--- config.mk ---
export PLATFORM = sky130hd
export DESIGN_NAME = fpex_exception_logic
export DESIGN_NICKNAME = d
export VERILOG_FILES = /design/src/fpex_exception_logic.v
export VERILOG_INCLUDE_DIRS = /design/src
export SDC_FILE = /design/constraint.sdc
export NUM_CORES = 1
export LEC_CHECK = 0
export BUFFER_PORTS_ARGS = -buffer_cell sky130_fd_sc_hd__buf_2
export CELL_PAD_IN_SITES_DETAIL_PLACEMENT = 1
export CELL_PAD_IN_SITES_GLOBAL_PLACEMENT = 1
export CORE_UTILIZATION = 34
export CTS_BUF_LIST = sky130_fd_sc_hd__clkbuf_2
export DETAILED_ROUTE_END_ITERATION = 8
export PLACE_DENSITY_LB_ADDON = 0.1
export SYNTH_ARGS = -nofsm -noshare
export SYNTH_HDL_FRONTEND = slang
export SYNTH_SLANG_ARGS = --single-unit
--- constraint.sdc ---
create_clock -name clk_sys -period 1.9 [get_ports clk_sys]
set_input_delay 0.57 -clock clk_sys [delete_from_list [all_inputs] [get_ports clk_sys]]
set_output_delay 0.57 -clock clk_sys [all_outputs]
set_load 0.05 [all_outputs]
--- src/fpex_regs.vh ---
// fpex_regs.vh: register offsets, field layouts and codes for the FP exception unit
// assumes inclusion by bare name from the design file
`ifndef FPEX_REGS_VH
`define FPEX_REGS_VH
// register indices on the plain port (byte address = index * 4)
`define FPEX_ADDR_CSR 4'h0
`define FPEX_ADDR_STAT 4'h1
`define FPEX_ADDR_RES_LO 4'h2
`define FPEX_ADDR_RES_HI 4'h3
// control/status field positions
`define FPEX_RND_LO 1
`define FPEX_RND_HI 0
`define FPEX_FLAG_LO 2
`define FPEX_FLAG_HI 6
`define FPEX_EN_LO 7
`define FPEX_EN_HI 11
`define FPEX_CAUSE_LO 12
`define FPEX_CAUSE_HI 17
`define FPEX_FLUSH_BIT 24
`define FPEX_CSR_MASK 32'h0103FFFF
`define FPEX_CSR_RESET 32'h00000000
// exception bit order inside cause/enable/flag: I U O Z V, with E in cause only
`define FPEX_I 0
`define FPEX_U 1
`define FPEX_O 2
`define FPEX_Z 3
`define FPEX_V 4
`define FPEX_E 5
// rounding modes
`define FPEX_RN 2'h0
`define FPEX_RZ 2'h1
`define FPEX_RP 2'h2
`define FPEX_RMI 2'h3
// operation classes from the datapath
`define FPEX_OP_ADD 4'h0
`define FPEX_OP_SUB 4'h1
`define FPEX_OP_MUL 4'h2
`define FPEX_OP_DIV 4'h3
`define FPEX_OP_SQRT 4'h4
`define FPEX_OP_MAG 4'h5
`define FPEX_OP_SIGN 4'h6
`define FPEX_OP_COPY 4'h7
`define FPEX_OP_CMP 4'h8
`define FPEX_OP_CVT 4'h9
`define FPEX_OP_MOVE 4'hA
// floating-point exception code for the core's cause register
`define FPEX_EXC_CODE 5'h0F
// double-format constants
`define FPEX_QNAN_D 64'h7FF7FFFFFFFFFFFF
`define FPEX_INF_D 64'h7FF0000000000000
`define FPEX_MAXF_D 64'h7FEFFFFFFFFFFFFF
`define FPEX_MINN_D 64'h0010000000000000
`define FPEX_ZERO_D 64'h0000000000000000
`define FPEX_SIGN_D 63
`endif

--- src/fpex_exception_logic.v ---
// fpex_exception_logic.v: FP exception detection, trap versus substitute
// result selection, cause/enable/flag register and its software port.
// assumes the datapath presents one operation per op_valid pulse with
// operand class bits and an unbounded-exponent rounded result summary.
//
// Overview of operation
// - each standard type's enable chooses between trapping and setting a flag
// - on a trap the destination write is suppressed, sources untouched
// - untrapped exceptions write the defined substitute result and continue
// - inexact, underflow, overflow, divide-by-zero, invalid each have cause/enable/flag
// - unimplemented operation has a cause bit only and always traps
// - trap reports the FP exception code; cause bits hold the reason
// - a flag is set to one when its exception occurs without a trap
// - inexact on inexact rounding, overflow, or flushed underflow
// - invalid on inf-inf, zero times inf, 0/0, inf/inf, unordered compare, negative sqrt
// - signalling NaN to arithmetic, compare or convert is invalid; copy is exempt
// - untrapped invalid delivers a quiet NaN
// - finite nonzero divided by zero is divide-by-zero; delivers signed infinity
// - overflow also raises inexact; substitute follows rounding mode and sign
// - tininess is judged after rounding, strictly inside the minimum normal
// - underflow loss of accuracy is judged as an inexact result
// - underflow with either enable set or flush clear traps unimplemented
// - flushed underflow delivers a result by rounding mode and sign
// - reserved operation or format codes set unimplemented and trap
// - denormal or quiet NaN operands (except to compares), bad formats, invalid conversions are unimplemented
// - operand traps apply only to convert and computational instructions
// - writing zero to the cause field clears all pending exceptions
// - overflow or underflow with inexact sets both bits, no priority
// - rounding field 0 nearest, 1 zero, 2 plus infinity, 3 minus infinity
// - the hardware sets no flag bits when a trap is taken
// - control register access through the port needs no hazard wait
`timescale 1ns/10ps
`include "fpex_regs.vh"

module fpex_exception_logic (
  input wire clk_sys,
  input wire rst_n,
  // software port (move_to_fpu_control / move_from_fpu_control)
  input wire [3:0] reg_addr,
  input wire [31:0] reg_wdata,
  input wire reg_wr,
  input wire reg_rd,
  output reg [31:0] reg_rdata,
  // operation summary from the datapath
  input wire op_valid,
  input wire [3:0] op_class,
  input wire op_reserved,
  input wire op_bad_format,
  input wire op_cmp_ordered,
  input wire a_zero,
  input wire a_inf,
  input wire a_snan,
  input wire a_qnan,
  input wire a_denorm,
  input wire a_neg,
  input wire b_zero,
  input wire b_inf,
  input wire b_snan,
  input wire b_qnan,
  input wire b_denorm,
  input wire b_neg,
  input wire eff_subtract,
  input wire res_sign,
  input wire res_inexact,
  input wire res_overflow,
  input wire res_tiny,
  input wire [63:0] res_value,
  // towards the register file and the core
  output reg dest_we,
  output reg [63:0] dest_value,
  output reg trap,
  output reg [4:0] trap_code,
  output reg [5:0] trap_cause
);

  reg [31:0] csr;
  reg [63:0] last_result;

  wire [1:0] rnd = csr[`FPEX_RND_LO:`FPEX_RND_HI];
  wire [4:0] enables = csr[`FPEX_EN_HI:`FPEX_EN_LO];
  wire flush_select = csr[`FPEX_FLUSH_BIT];

  // overflow/underflow substitute by rounding mode and sign
  function [63:0] fpex_round_sub;
    input [1:0] mode;
    input sgn;
    input big;
    reg [63:0] up;
    reg [63:0] down;
    begin
      up = big ? `FPEX_INF_D : `FPEX_MINN_D;
      down = big ? `FPEX_MAXF_D : `FPEX_ZERO_D;
      case (mode)
        `FPEX_RN: fpex_round_sub = up;
        `FPEX_RZ: fpex_round_sub = down;
        `FPEX_RP: fpex_round_sub = sgn ? down : up;
        `FPEX_RMI: fpex_round_sub = sgn ? up : down;
        default: fpex_round_sub = down;
      endcase
      fpex_round_sub[`FPEX_SIGN_D] = sgn;
    end
  endfunction

  // classification of the current operation
  wire is_copy = (op_class == `FPEX_OP_COPY);
  wire is_move = (op_class == `FPEX_OP_MOVE);
  wire is_cmp = (op_class == `FPEX_OP_CMP);
  wire is_two = (op_class == `FPEX_OP_ADD) || (op_class == `FPEX_OP_SUB) ||
    (op_class == `FPEX_OP_MUL) || (op_class == `FPEX_OP_DIV) || is_cmp;
  // operand traps only for convert and computational ops, never moves
  wire operand_op = !is_move && !is_copy;
  wire any_snan = a_snan || (is_two && b_snan);
  wire any_qnan = a_qnan || (is_two && b_qnan);
  wire any_denorm = a_denorm || (is_two && b_denorm);

  reg [5:0] det;
  reg next_trap;
  reg [63:0] next_value;
  wire addsub = (op_class == `FPEX_OP_ADD) || (op_class == `FPEX_OP_SUB);
  wire arith_res = !is_cmp && !is_copy && !is_move;

  always @* begin
    det = 6'h00;
    // invalid operation
    if (addsub && eff_subtract && a_inf && b_inf)
      det[`FPEX_V] = 1'b1;
    if ((op_class == `FPEX_OP_MUL) && ((a_zero && b_inf) || (a_inf && b_zero)))
      det[`FPEX_V] = 1'b1;
    if ((op_class == `FPEX_OP_DIV) && ((a_zero && b_zero) || (a_inf && b_inf)))
      det[`FPEX_V] = 1'b1;
    if (is_cmp && op_cmp_ordered && (any_snan || any_qnan))
      det[`FPEX_V] = 1'b1;
    if ((op_class == `FPEX_OP_SQRT) && a_neg && !a_zero && !a_qnan)
      det[`FPEX_V] = 1'b1;
    if (operand_op && any_snan)
      det[`FPEX_V] = 1'b1;
    // divide by zero: finite nonzero dividend
    if ((op_class == `FPEX_OP_DIV) && b_zero && !a_zero && !a_inf &&
        !a_snan && !a_qnan)
      det[`FPEX_Z] = 1'b1;
    if (arith_res && !det[`FPEX_V] && !det[`FPEX_Z]) begin
      // overflow also signals inexact, both kept
      if (res_overflow) begin
        det[`FPEX_O] = 1'b1;
        det[`FPEX_I] = 1'b1;
      end
      if (res_inexact)
        det[`FPEX_I] = 1'b1;
      // tiny after rounding and inexact means underflow
      if (res_tiny && res_inexact)
        det[`FPEX_U] = 1'b1;
    end
    // underflow the hardware cannot finish goes to software
    if (det[`FPEX_U] && (enables[`FPEX_U] || enables[`FPEX_I] ||
        !flush_select))
      det[`FPEX_E] = 1'b1;
    else if (det[`FPEX_U])
      det[`FPEX_I] = 1'b1;
    if (op_reserved || op_bad_format)
      det[`FPEX_E] = 1'b1;
    // compares accept quiet NaN and denormal operands
    if (operand_op && !is_cmp && (any_denorm || any_qnan))
      det[`FPEX_E] = 1'b1;
    // trap on any enabled standard type or on unimplemented
    next_trap = det[`FPEX_E] || |(det[4:0] & enables);
    if (det[`FPEX_V])
      next_value = `FPEX_QNAN_D;
    else if (det[`FPEX_Z]) begin
      next_value = `FPEX_INF_D;
      next_value[`FPEX_SIGN_D] = a_neg ^ b_neg;
    end else if (det[`FPEX_O])
      next_value = fpex_round_sub(rnd, res_sign, 1'b1);
    else if (det[`FPEX_U])
      next_value = fpex_round_sub(rnd, res_sign, 1'b0);
    else
      next_value = res_value;
  end

  wire sw_csr_wr = reg_wr && (reg_addr == `FPEX_ADDR_CSR);
  reg [31:0] next_csr;

  // control/status: software write, then hardware sets win over it
  always @* begin
    next_csr = csr;
    if (sw_csr_wr)
      next_csr = reg_wdata & `FPEX_CSR_MASK;
    if (op_valid) begin
      // cause is the latest detections, plus a same-cycle software write
      next_csr[`FPEX_CAUSE_HI:`FPEX_CAUSE_LO] = det |
        (next_csr[`FPEX_CAUSE_HI:`FPEX_CAUSE_LO] &
        {6{sw_csr_wr}});
      if (!next_trap)
        next_csr[`FPEX_FLAG_HI:`FPEX_FLAG_LO] =
          next_csr[`FPEX_FLAG_HI:`FPEX_FLAG_LO] | det[4:0];
    end
  end

  always @(posedge clk_sys or negedge rst_n) begin
    if (!rst_n) begin
      csr <= `FPEX_CSR_RESET;
    end else begin
      csr <= next_csr;
    end
  end

  // result write, trap signalling
  always @(posedge clk_sys or negedge rst_n) begin
    if (!rst_n) begin
      dest_we <= 1'b0;
      dest_value <= `FPEX_ZERO_D;
      trap <= 1'b0;
      trap_code <= 5'h00;
      trap_cause <= 6'h00;
      last_result <= `FPEX_ZERO_D;
    end else begin
      dest_we <= op_valid && !next_trap;
      trap <= op_valid && next_trap;
      if (op_valid && next_trap) begin
        trap_code <= `FPEX_EXC_CODE;
        trap_cause <= det;
      end
      if (op_valid && !next_trap) begin
        dest_value <= next_value;
        last_result <= next_value;
      end
    end
  end

  // read port: data in the cycle after the strobe
  always @(posedge clk_sys or negedge rst_n) begin
    if (!rst_n) begin
      reg_rdata <= 32'h00000000;
    end else if (reg_rd) begin
      case (reg_addr)
        `FPEX_ADDR_CSR: reg_rdata <= csr;
        `FPEX_ADDR_STAT: reg_rdata <= {26'h0000000, trap_cause};
        `FPEX_ADDR_RES_LO: reg_rdata <= last_result[31:0];
        `FPEX_ADDR_RES_HI: reg_rdata <= last_result[63:32];
        default: reg_rdata <= 32'h00000000;
      endcase
    end else begin
      reg_rdata <= 32'h00000000;
    end
  end

endmodule // fpex_exception_logic

# After elaboration in Yosys (flattened, before gate mapping)
# Index checks and enable logic that the tools add are counted.
# totals
reg_bits	124
elab_cells	123
in_bits	129
# classes
reduce_logical	65
eq_ne	13
bitwise	5
mux	32
# op_table
cell	count
case mux 63 bit (4 select lines)	2
two-way mux 64 bit	4
two-way mux 53 bit	4
case mux 32 bit (4 select lines)	1
logical AND 1 bit	35
two-way mux 32 bit	1
two-way mux 18 bit	1
== test 4 x 2 -> 1 bit, second input constant	4
logical OR 1 bit	15
two-way mux 1 bit	15
logical NOT 1 bit	11
two-way mux 5 bit	2
== test 4 x 1 -> 1 bit, second input constant	2
== test 4 x 3 -> 1 bit, second input constant	2
== test 4 bit, second input constant	2
logical NOT 4 bit	2
bitwise AND 6 bit	1
two-way mux 6 bit	1
OR 6 bit	1
bitwise AND 5 bit	1
OR 5 bit	1
OR reduction 5 bit	1
== test 2 bit, second input constant	2
two-way mux 3 bit	1
other kinds (3)	3

# Logic depth before layout (Yosys ltp)
# Gate-level depths: netlist (run 1).
# depth
ltp_word	23
depth_mapped	10
mapped_depth_nobuf	7

# Worst setup path after synthesis (run 1)
# Ideal clock, no wire load.
# synth_path
path_kind	input port to flip-flop
from	input op_class[3]
to	register dest_value[47]
required_ps	1773
setup_time_ps	127
arrival_ps	2673
path_slack_ps	-901
path_stages	10
cell_sequence	or3b_1 buf_2 nor4_4 nor4_2 a21oi_2 mux2i_4 nor2_4 buf_6 buf_6 mux2_1
# synth_between
elab_chain_cells	23
# synth_lines
item	line_no	source
from (decl)	fpex_exception_logic.v:46	input wire [3:0] op_class,
branches (longest 23 deep; another with == test 4 x 1 -> 1 bit)	--	
to (signal assigned)	fpex_exception_logic.v:210	dest_value <= `FPEX_ZERO_D;
to (signal assigned)	fpex_exception_logic.v:223	dest_value <= next_value;
to (decl)	fpex_exception_logic.v:70	output reg [63:0] dest_value,
# Several ways; the timed one is not identified.
# A chain may end at the register's enable or synchronous reset.

# Final worst setup path (run 1)
# layout_path
from	input a_snan
to	register dest_value[3]
# layout_between
elab_chain_cells	17
# layout_lines
item	line_no	source
from (decl)	fpex_exception_logic.v:52	input wire a_snan,
logical OR 1 bit	fpex_exception_logic.v:112	wire any_snan = a_snan || (is_two && b_snan);
logical OR 1 bit	fpex_exception_logic.v:131	if (is_cmp && op_cmp_ordered && (any_snan || any_qnan))
logical AND 1 bit	fpex_exception_logic.v:131	
two-way mux 1 bit	fpex_exception_logic.v:131	
two-way mux 1 bit	fpex_exception_logic.v:133	if ((op_class == `FPEX_OP_SQRT) && a_neg && !a_zero && !a_qnan)
two-way mux 1 bit	fpex_exception_logic.v:135	if (operand_op && any_snan)
logical NOT 1 bit	fpex_exception_logic.v:141	if (arith_res && !det[`FPEX_V] && !det[`FPEX_Z]) begin
logical AND 1 bit (2 in series)	fpex_exception_logic.v:141	
two-way mux 3 bit	fpex_exception_logic.v:141	
two-way mux 1 bit or logical AND 1 bit (tied branches)	fpex_exception_logic.v:157, fpex_exception_logic.v:154	
two-way mux 1 bit	fpex_exception_logic.v:154	if (det[`FPEX_U] && (enables[`FPEX_U] || enables[`FPEX_I] ||
bitwise AND 5 bit or two-way mux 1 bit (tied branches)	fpex_exception_logic.v:165, fpex_exception_logic.v:159	
OR reduction 5 bit or two-way mux 1 bit (tied branches)	fpex_exception_logic.v:165, fpex_exception_logic.v:162	
logical OR 1 bit	fpex_exception_logic.v:165	next_trap = det[`FPEX_E] || |(det[4:0] & enables);
logical NOT 1 bit	fpex_exception_logic.v:222	if (op_valid && !next_trap) begin
logical AND 1 bit	fpex_exception_logic.v:222	
# Parallel ways exist; a longest one is shown, timed or not.

==> results of run 1 <==
-- Yosys cell counts, drive strengths merged (2+ instances only) --
cell | count | area (um^2)
a22o | 2 | 17.5
o31ai | 2 | 15.0
nand4 | 2 | 12.5
nor2 | 38 | 153
o41ai | 2 | 17.5
and3 | 2 | 12.5
o2bb2ai | 3 | 26.3
clkbuf | 31 | 116
nor3 | 4 | 25.0
nor4b | 2 | 32.5
nand4b | 2 | 17.5
nor4 | 4 | 46.3
nand2 | 63 | 236
nor2b | 3 | 18.8
buf | 20 | 138
xor2 | 2 | 17.5
nand3 | 3 | 20.0
a211o | 5 | 43.8
mux2 | 69 | 800
dfrtp | 124 | 3100
nor3b | 3 | 22.5
a21oi | 72 | 364
inv | 6 | 22.5
and2 | 2 | 12.5
mux2i | 3 | 42.5
a22oi | 43 | 323
o21ai | 62 | 310
-- metal layers --
metal | share of wire, % | vias to the layer above
met3 | 4.7 | 44
met2 | 52 | 215
met4 | 1.8 | 6
met5 | 0.14 | -
li1 | - | 2900
met1 | 42 | 3304
-- final cells by class --
cell class / instances / area [um^2]
clock buffers: 18 / 90.1
fillers: 1908 / 6970
multi-input cells: 411 / 3170
repair buffers: 408 / 3580
well taps: 225 / 282
clock inverters: 14 / 241
diodes: 2 / 5.00
inverters: 6 / 22.5
flip-flops and latches: 124 / 3110
-- worst max-delay path, cell delays in order --
cell and delay [ns]:
buf_8 0.10, or4bb_4 0.55, nor4_4 0.32, nor4_2 0.09
a21oi_2 0.20, mux2i_4 0.12, nor2_4 0.21, buf_8 0.18
buf_12 0.13, mux2_2 0.35
-- how the worst max path moves through the flow --
stage / from / cells past startpoint / slack (ns) / to
6_report: a_snan / 10 / -0.29 / dest_value[3]
5_1_grt: a_snan / 10 / -0.30 / dest_value[3]
4_1_cts: a_snan / 11 / -0.18 / dest_value[37]
3_5_place_dp: op_class[3] / 12 / -1.09 / dest_value[19]
3_3_place_gp: op_class[3] / 12 / -1.05 / dest_value[25]
2_1_floorplan: op_class[3] / 10 / -0.89 / dest_value[37]
-- power breakdown --
| group | leakage [nW] | internal, mW | switching [mW] | total [mW] |
|---|---|---|---|---|
| Clock | 0.189 | 1.14 | 1.12 | 2.27 |
| Combinational | 3.21 | 3.02 | 3.63 | 6.65 |
| Sequential | 1.51 | 3.27 | 0.604 | 3.88 |
| Total | 4.91 | 7.43 | 5.36 | 12.8 |
-- sequential cells by signal, indices dropped and copies added, names as in the netlist --
signal	cells
csr	19
dest_value	64
dest_we	1
reg_rdata	32
trap	1
trap_cause	6
trap_code	1
-- per-stage QoR --
| step | cells | cell area [um^2] |
|---|---|---|
| floorplan | 592 | 6190 |
| global placement | 1072 | 8130 |
| detailed placement | 1072 | 8130 |
| CTS | 1188 | 10000 |
| global route | 1207 | 10500 |
| finish | 1208 | 10500 |
-- cells by family after synthesis --
| logic type | Yosys count |
|---|---|
| compound gates | 203 |
| xor+xnor | 2 |
| buf+inv | 57 |
| flops | 124 |
| mux | 72 |
| other cells | 1 |
| simple gates | 133 |
-- repair_timing --
item | CTS | global route
pin swaps | 4 | 13
gates resized for setup | 253 | 74
hold buffers | 10 | 0
endpoints found under the hold margin | 45 | 0
cloned | 5 | 2
endpoints found under the setup margin | 181 | 184
buffers inserted | 69 | 18
==> impl_metrics.json, run 1 <==
{
  "slew_headroom_pct": 58.1,
  "fin_crit_sh_pct": 115,
  "cap_violations": 0,
  "hold_path_end": "csr[12]",
  "yosysWarnings": 0,
  "use_met1_pct": 35.1,
  "setup_slack_ns": -0.289,
  "grt_max_degree": 38,
  "place.gp.congestion": 0.848,
  "reg2reg_slack_ns": -0.16,
  "drt-total-wl_um": 26600,
  "synthesis.area_mm2": 0.00614,
  "use_met2_pct": 50.1,
  "hold_depth": 3,
  "ys_ff_latch": 124,
  "crit_path_start_kind": "input pin",
  "finalSetupTns_ns": -17.54,
  "final.setup_skew_ns": 0.0486,
  "pwr_density_cell_mw_per_mm2": 1220,
  "synth_compound_area_share_pct": 20.2,
  "crit_fanout": 6,
  "synth_fa_ha_area_share_pct": 0,
  "die-area_mm2": 0.0186,
  "yosys.area_share.simple_pct": 10.6,
  "crit_type": "in -> reg",
  "mostFrequentLayoutCells": "buf_4, dfrtp_1, buf_6",
  "synth_xor_area_share_pct": 0.285,
  "cts_max_level": 4,
  "cts_inserted_buffers": 17,
  "synth_cell_types": 59,
  "timing.rr.end": "dest_value[45]",
  "root_buffer": "clkbuf_2",
  "grt_pass1_vias": 6875,
  "drc": 0,
  "die_w_um": 136,
  "rr_startpoint": "csr[1]",
  "dp_slack_ns": -1.09,
  "synth_flop_cell": "dfrtp_1",
  "wl_per_cell_um": 22.0,
  "min_from": "reg_wdata[12]",
  "violations": "negative setup slack",
  "fp.coreArea_mm2": 0.0175,
  "fp-row-count": 48,
  "synth-edff-count": 0,
  "syn_inst": 592,
  "reg2reg_depth": 6,
  "leakage_nw": 4.91,
  "dp_hpwl_um": 16800,
  "timing.final.crit_period_ns": 2.19,
  "yosysSeqAreaShare_pct": 50.6,
  "port_buffers": 223,
  "muxShareOfSynthArea_pct": 13.7,
  "cts_tree": "built",
  "clk_path_buf_depth": 2,
  "area_growth_syn_to_layout_pct": 71.2,
  "holdCritPathClass": "in -> reg",
  "hold_ws_ns": 0.0518,
  "use_met3_pct": 5.70,
  "arrival_ns": 2.83,
  "worstSetupEndpointType": "register",
  "layout.nets": 1097,
  "ioPinCount": 238,
  "cts.clk_slew.worst_paths_ns": 0.21,
  "drive_gt1_share_pct": 54.9,
  "rsz0062_at_grt": "yes",
  "status": "complete, but fails checks",
  "hold_viol": 0,
  "grt_pass1_wl_um": 39500,
  "layout_commonest_cell": "buf_4",
  "fmax_mhz": 457,
  "drt_iter0_drc": 258,
  "setup_viol": 130,
  "syn_nets": 721,
  "chipHeight_um": 136,
  "vias_per_cell": 5.36,
  "synth_top_family_by_area": "compound AO/OA/AOI/OAI gates",
  "vias": 6469,
  "worst_pin_slew_ns": 0.623,
  "grt_use_total_pct": 28.9,
  "ant_nets": 0,
  "grt-ovfl-total": 0,
  "synth-async-reset-ratio_pct": 100,
  "busiest_layer": "met2",
  "ir_drop_mv": 0.713,
  "final_util_pct": 60.1,
  "synth.avg_cell_area_um2": 10.4,
  "total_power_mw": 12.8,
  "antenna_found_initial": 5,
  "dr.pass1.iters": 4,
  "clock_sinks": 124,
  "drv_slew": 0,
  "worstPathRequired_ns": 2.54,
  "initial_core_util_pct": 35.1,
  "worstSkewPairLatency_ns": 0.75
}
Power figures use the tool's default switching activity.
==> run 2, diff against run 1 <==
- CORE_ASPECT_RATIO: unset -> 1.5
==> impl_metrics.json, run 2 (synthesis results as in run 1) <==
{
  "leakage_nw": 4.76,
  "wl_per_cell_um": 22.3,
  "layout_commonest_cell": "buf_4",
  "die-area_mm2": 0.0186,
  "hold_ws_ns": 0.0544,
  "cts_inserted_buffers": 17,
  "slew_headroom_pct": 62.6,
  "timing.final.crit_period_ns": 2.19,
  "fin_crit_sh_pct": 115,
  "fmax_mhz": 457,
  "cts.clk_slew.worst_paths_ns": 0.20,
  "area_growth_syn_to_layout_pct": 65.6,
  "drive_gt1_share_pct": 53.7,
  "dp_hpwl_um": 16900,
  "pwr_density_cell_mw_per_mm2": 1200,
  "ant_nets": 0,
  "hold_viol": 0,
  "regMostFlops": "dest_value",
  "drv_slew": 0,
  "crit_type": "in -> reg",
  "use_met2_pct": 50.0,
  "status": "complete, but fails checks",
  "hold_depth": 3,
  "clk_path_buf_depth": 2,
  "holdCritPathClass": "in -> reg",
  "drt-total-wl_um": 26500,
  "grt_pass1_wl_um": 39000,
  "fp-row-count": 59,
  "cts_max_level": 4,
  "worstPathRequired_ns": 2.48,
  "root_buffer": "clkbuf_2",
  "cap_violations": 0,
  "largestRegisters": "dest_value: 64 flops, reg_rdata: 32 flops, csr: 19 flops",
  "die_w_um": 112,
  "setup_slack_ns": -0.287,
  "port_buffers": 223,
  "use_met3_pct": 4.73,
  "mostFrequentLayoutCells": "buf_4, dfrtp_1, buf_6",
  "initial_core_util_pct": 35.1,
  "chipHeight_um": 167,
  "total_power_mw": 12.2,
  "reg2reg_depth": 7,
  "largest_reg_flops": 64,
  "place.gp.congestion": 0.860,
  "fp.coreArea_mm2": 0.0175,
  "vias": 6426,
  "layout.nets": 1086,
  "final_cell_area_mm2": 0.0102,
  "antenna_found_initial": 6,
  "worst_pin_slew_ns": 0.556,
  "drc": 12,
  "busiest_layer": "met2",
  "grt_pass1_vias": 6888,
  "final.setup_skew_ns": 0.0338,
  "grt_max_degree": 47,
  "setup_viol": 81,
  "worstSkewPairLatency_ns": 0.69,
  "ir_drop_mv": 0.847,
  "reg2reg_slack_ns": -0.15,
  "cts_tree": "built",
  "crit_fanout": 8,
  "ioPinCount": 238,
  "drt_iter0_drc": 317,
  "placed_area_mm2": 0.00807,
  "vias_per_cell": 5.40,
  "arrival_ns": 2.77,
  "clock_sinks": 124,
  "finalSetupTns_ns": -16.52,
  "grt-ovfl-total": 0,
  "crit_path_start_kind": "input pin",
  "rsz0062_at_grt": "yes",
  "worstSetupEndpointType": "register",
  "violations": "design-rule violations, negative setup slack",
  "fillers": 1935,
  "dr.pass1.iters": 7,
  "grt_use_total_pct": 27.6,
  "use_met1_pct": 31.8
}
[run 2: changes by cell type in the layout (fill, tap and decap cells not counted), moves of 3 or more]
cell | before | now
mux2_4 | 63 | 53
mux2_2 | 6 | 15
dlygate4sd3_1 | 10 | 2
buf_8 | 5 | 1
clkinv_1 | 0 | 4
diode_2 | 2 | 6
bufinv_16 | 6 | 3
clkinv_4 | 3 | 0
o21ai_0 | 58 | 61
o21ai_1 | 4 | 1
[run 2: layout make-up]
type | instances | area [um^2] | share of cell area (%)
Clock buffer | 18 | 90.1 | 0.887
Clock inverter | 14 | 151 | 1.49
Inverter | 6 | 22.5 | 0.222
Antenna cell | 6 | 15.0 | 0.148
Multi-Input combinational cell | 411 | 3040 | 29.9
Timing Repair Buffer | 397 | 3470 | 34.2
Tap cell | 213 | 267 | 2.62
Sequential cell | 124 | 3100 | 30.6
[run 2: stage by stage]
step                instances  setup slack (ns)  util (%)
floorplan                 592            -0.892         -
global placement         1053            -0.993      46.1
detailed placement       1053             -1.06      46.1
CTS                      1157            -0.215      55.5
global route             1189            -0.232      58.1
finish                   1189            -0.287      58.1
[run 2: final timing paths]
check,startpoint,end
worst min register to register,csr[1],csr[1]
worst min-delay path,reg_wdata[7],csr[7]
min in group asynchronous,rst_n,reg_rdata[27]
max in group asynchronous,rst_n,dest_value[9]
worst max-delay path,b_qnan,dest_value[34]
worst max register to register,csr[7],dest_value[34]
[run 2: repair_timing]
| item | CTS | global route |
|---|---|---|
| pin swaps | 3 | 4 |
| endpoints found under the setup margin | 179 | 181 |
| buffers inserted | 68 | 22 |
| cloned | 3 | 4 |
| hold endpoints to repair | 42 | 1 |
| hold buffers | 1 | 1 |
| resized for setup | 243 | 47 |
[run 2: worst max-delay path: stages]
cell and delay, ns:
buf_6 0.09, or4_1 0.54, nand4b_1 0.12, and3_4 0.20, buf_6 0.09, o211ai_4 0.08, o311ai_4 0.34, nor2_4 0.09
buf_12 0.17, clkbuf_16 0.17, mux2_4 0.30
[run 2: report_power, final]
part | total, mW | switching (mW) | internal (mW)
logic | 6.59 | 3.61 | 2.98
registers | 3.86 | 0.587 | 3.27
clock network | 1.75 | 1.04 | 0.717
total | 12.2 | 5.23 | 6.97
[run 2: layer usage]
layer / wire length (um) / vias up
met1: 10000 / 3241
met3: 1250 / 57
li1: - / 2883
met2: 14400 / 245
met4: 859 / 0
met5: 0 / -
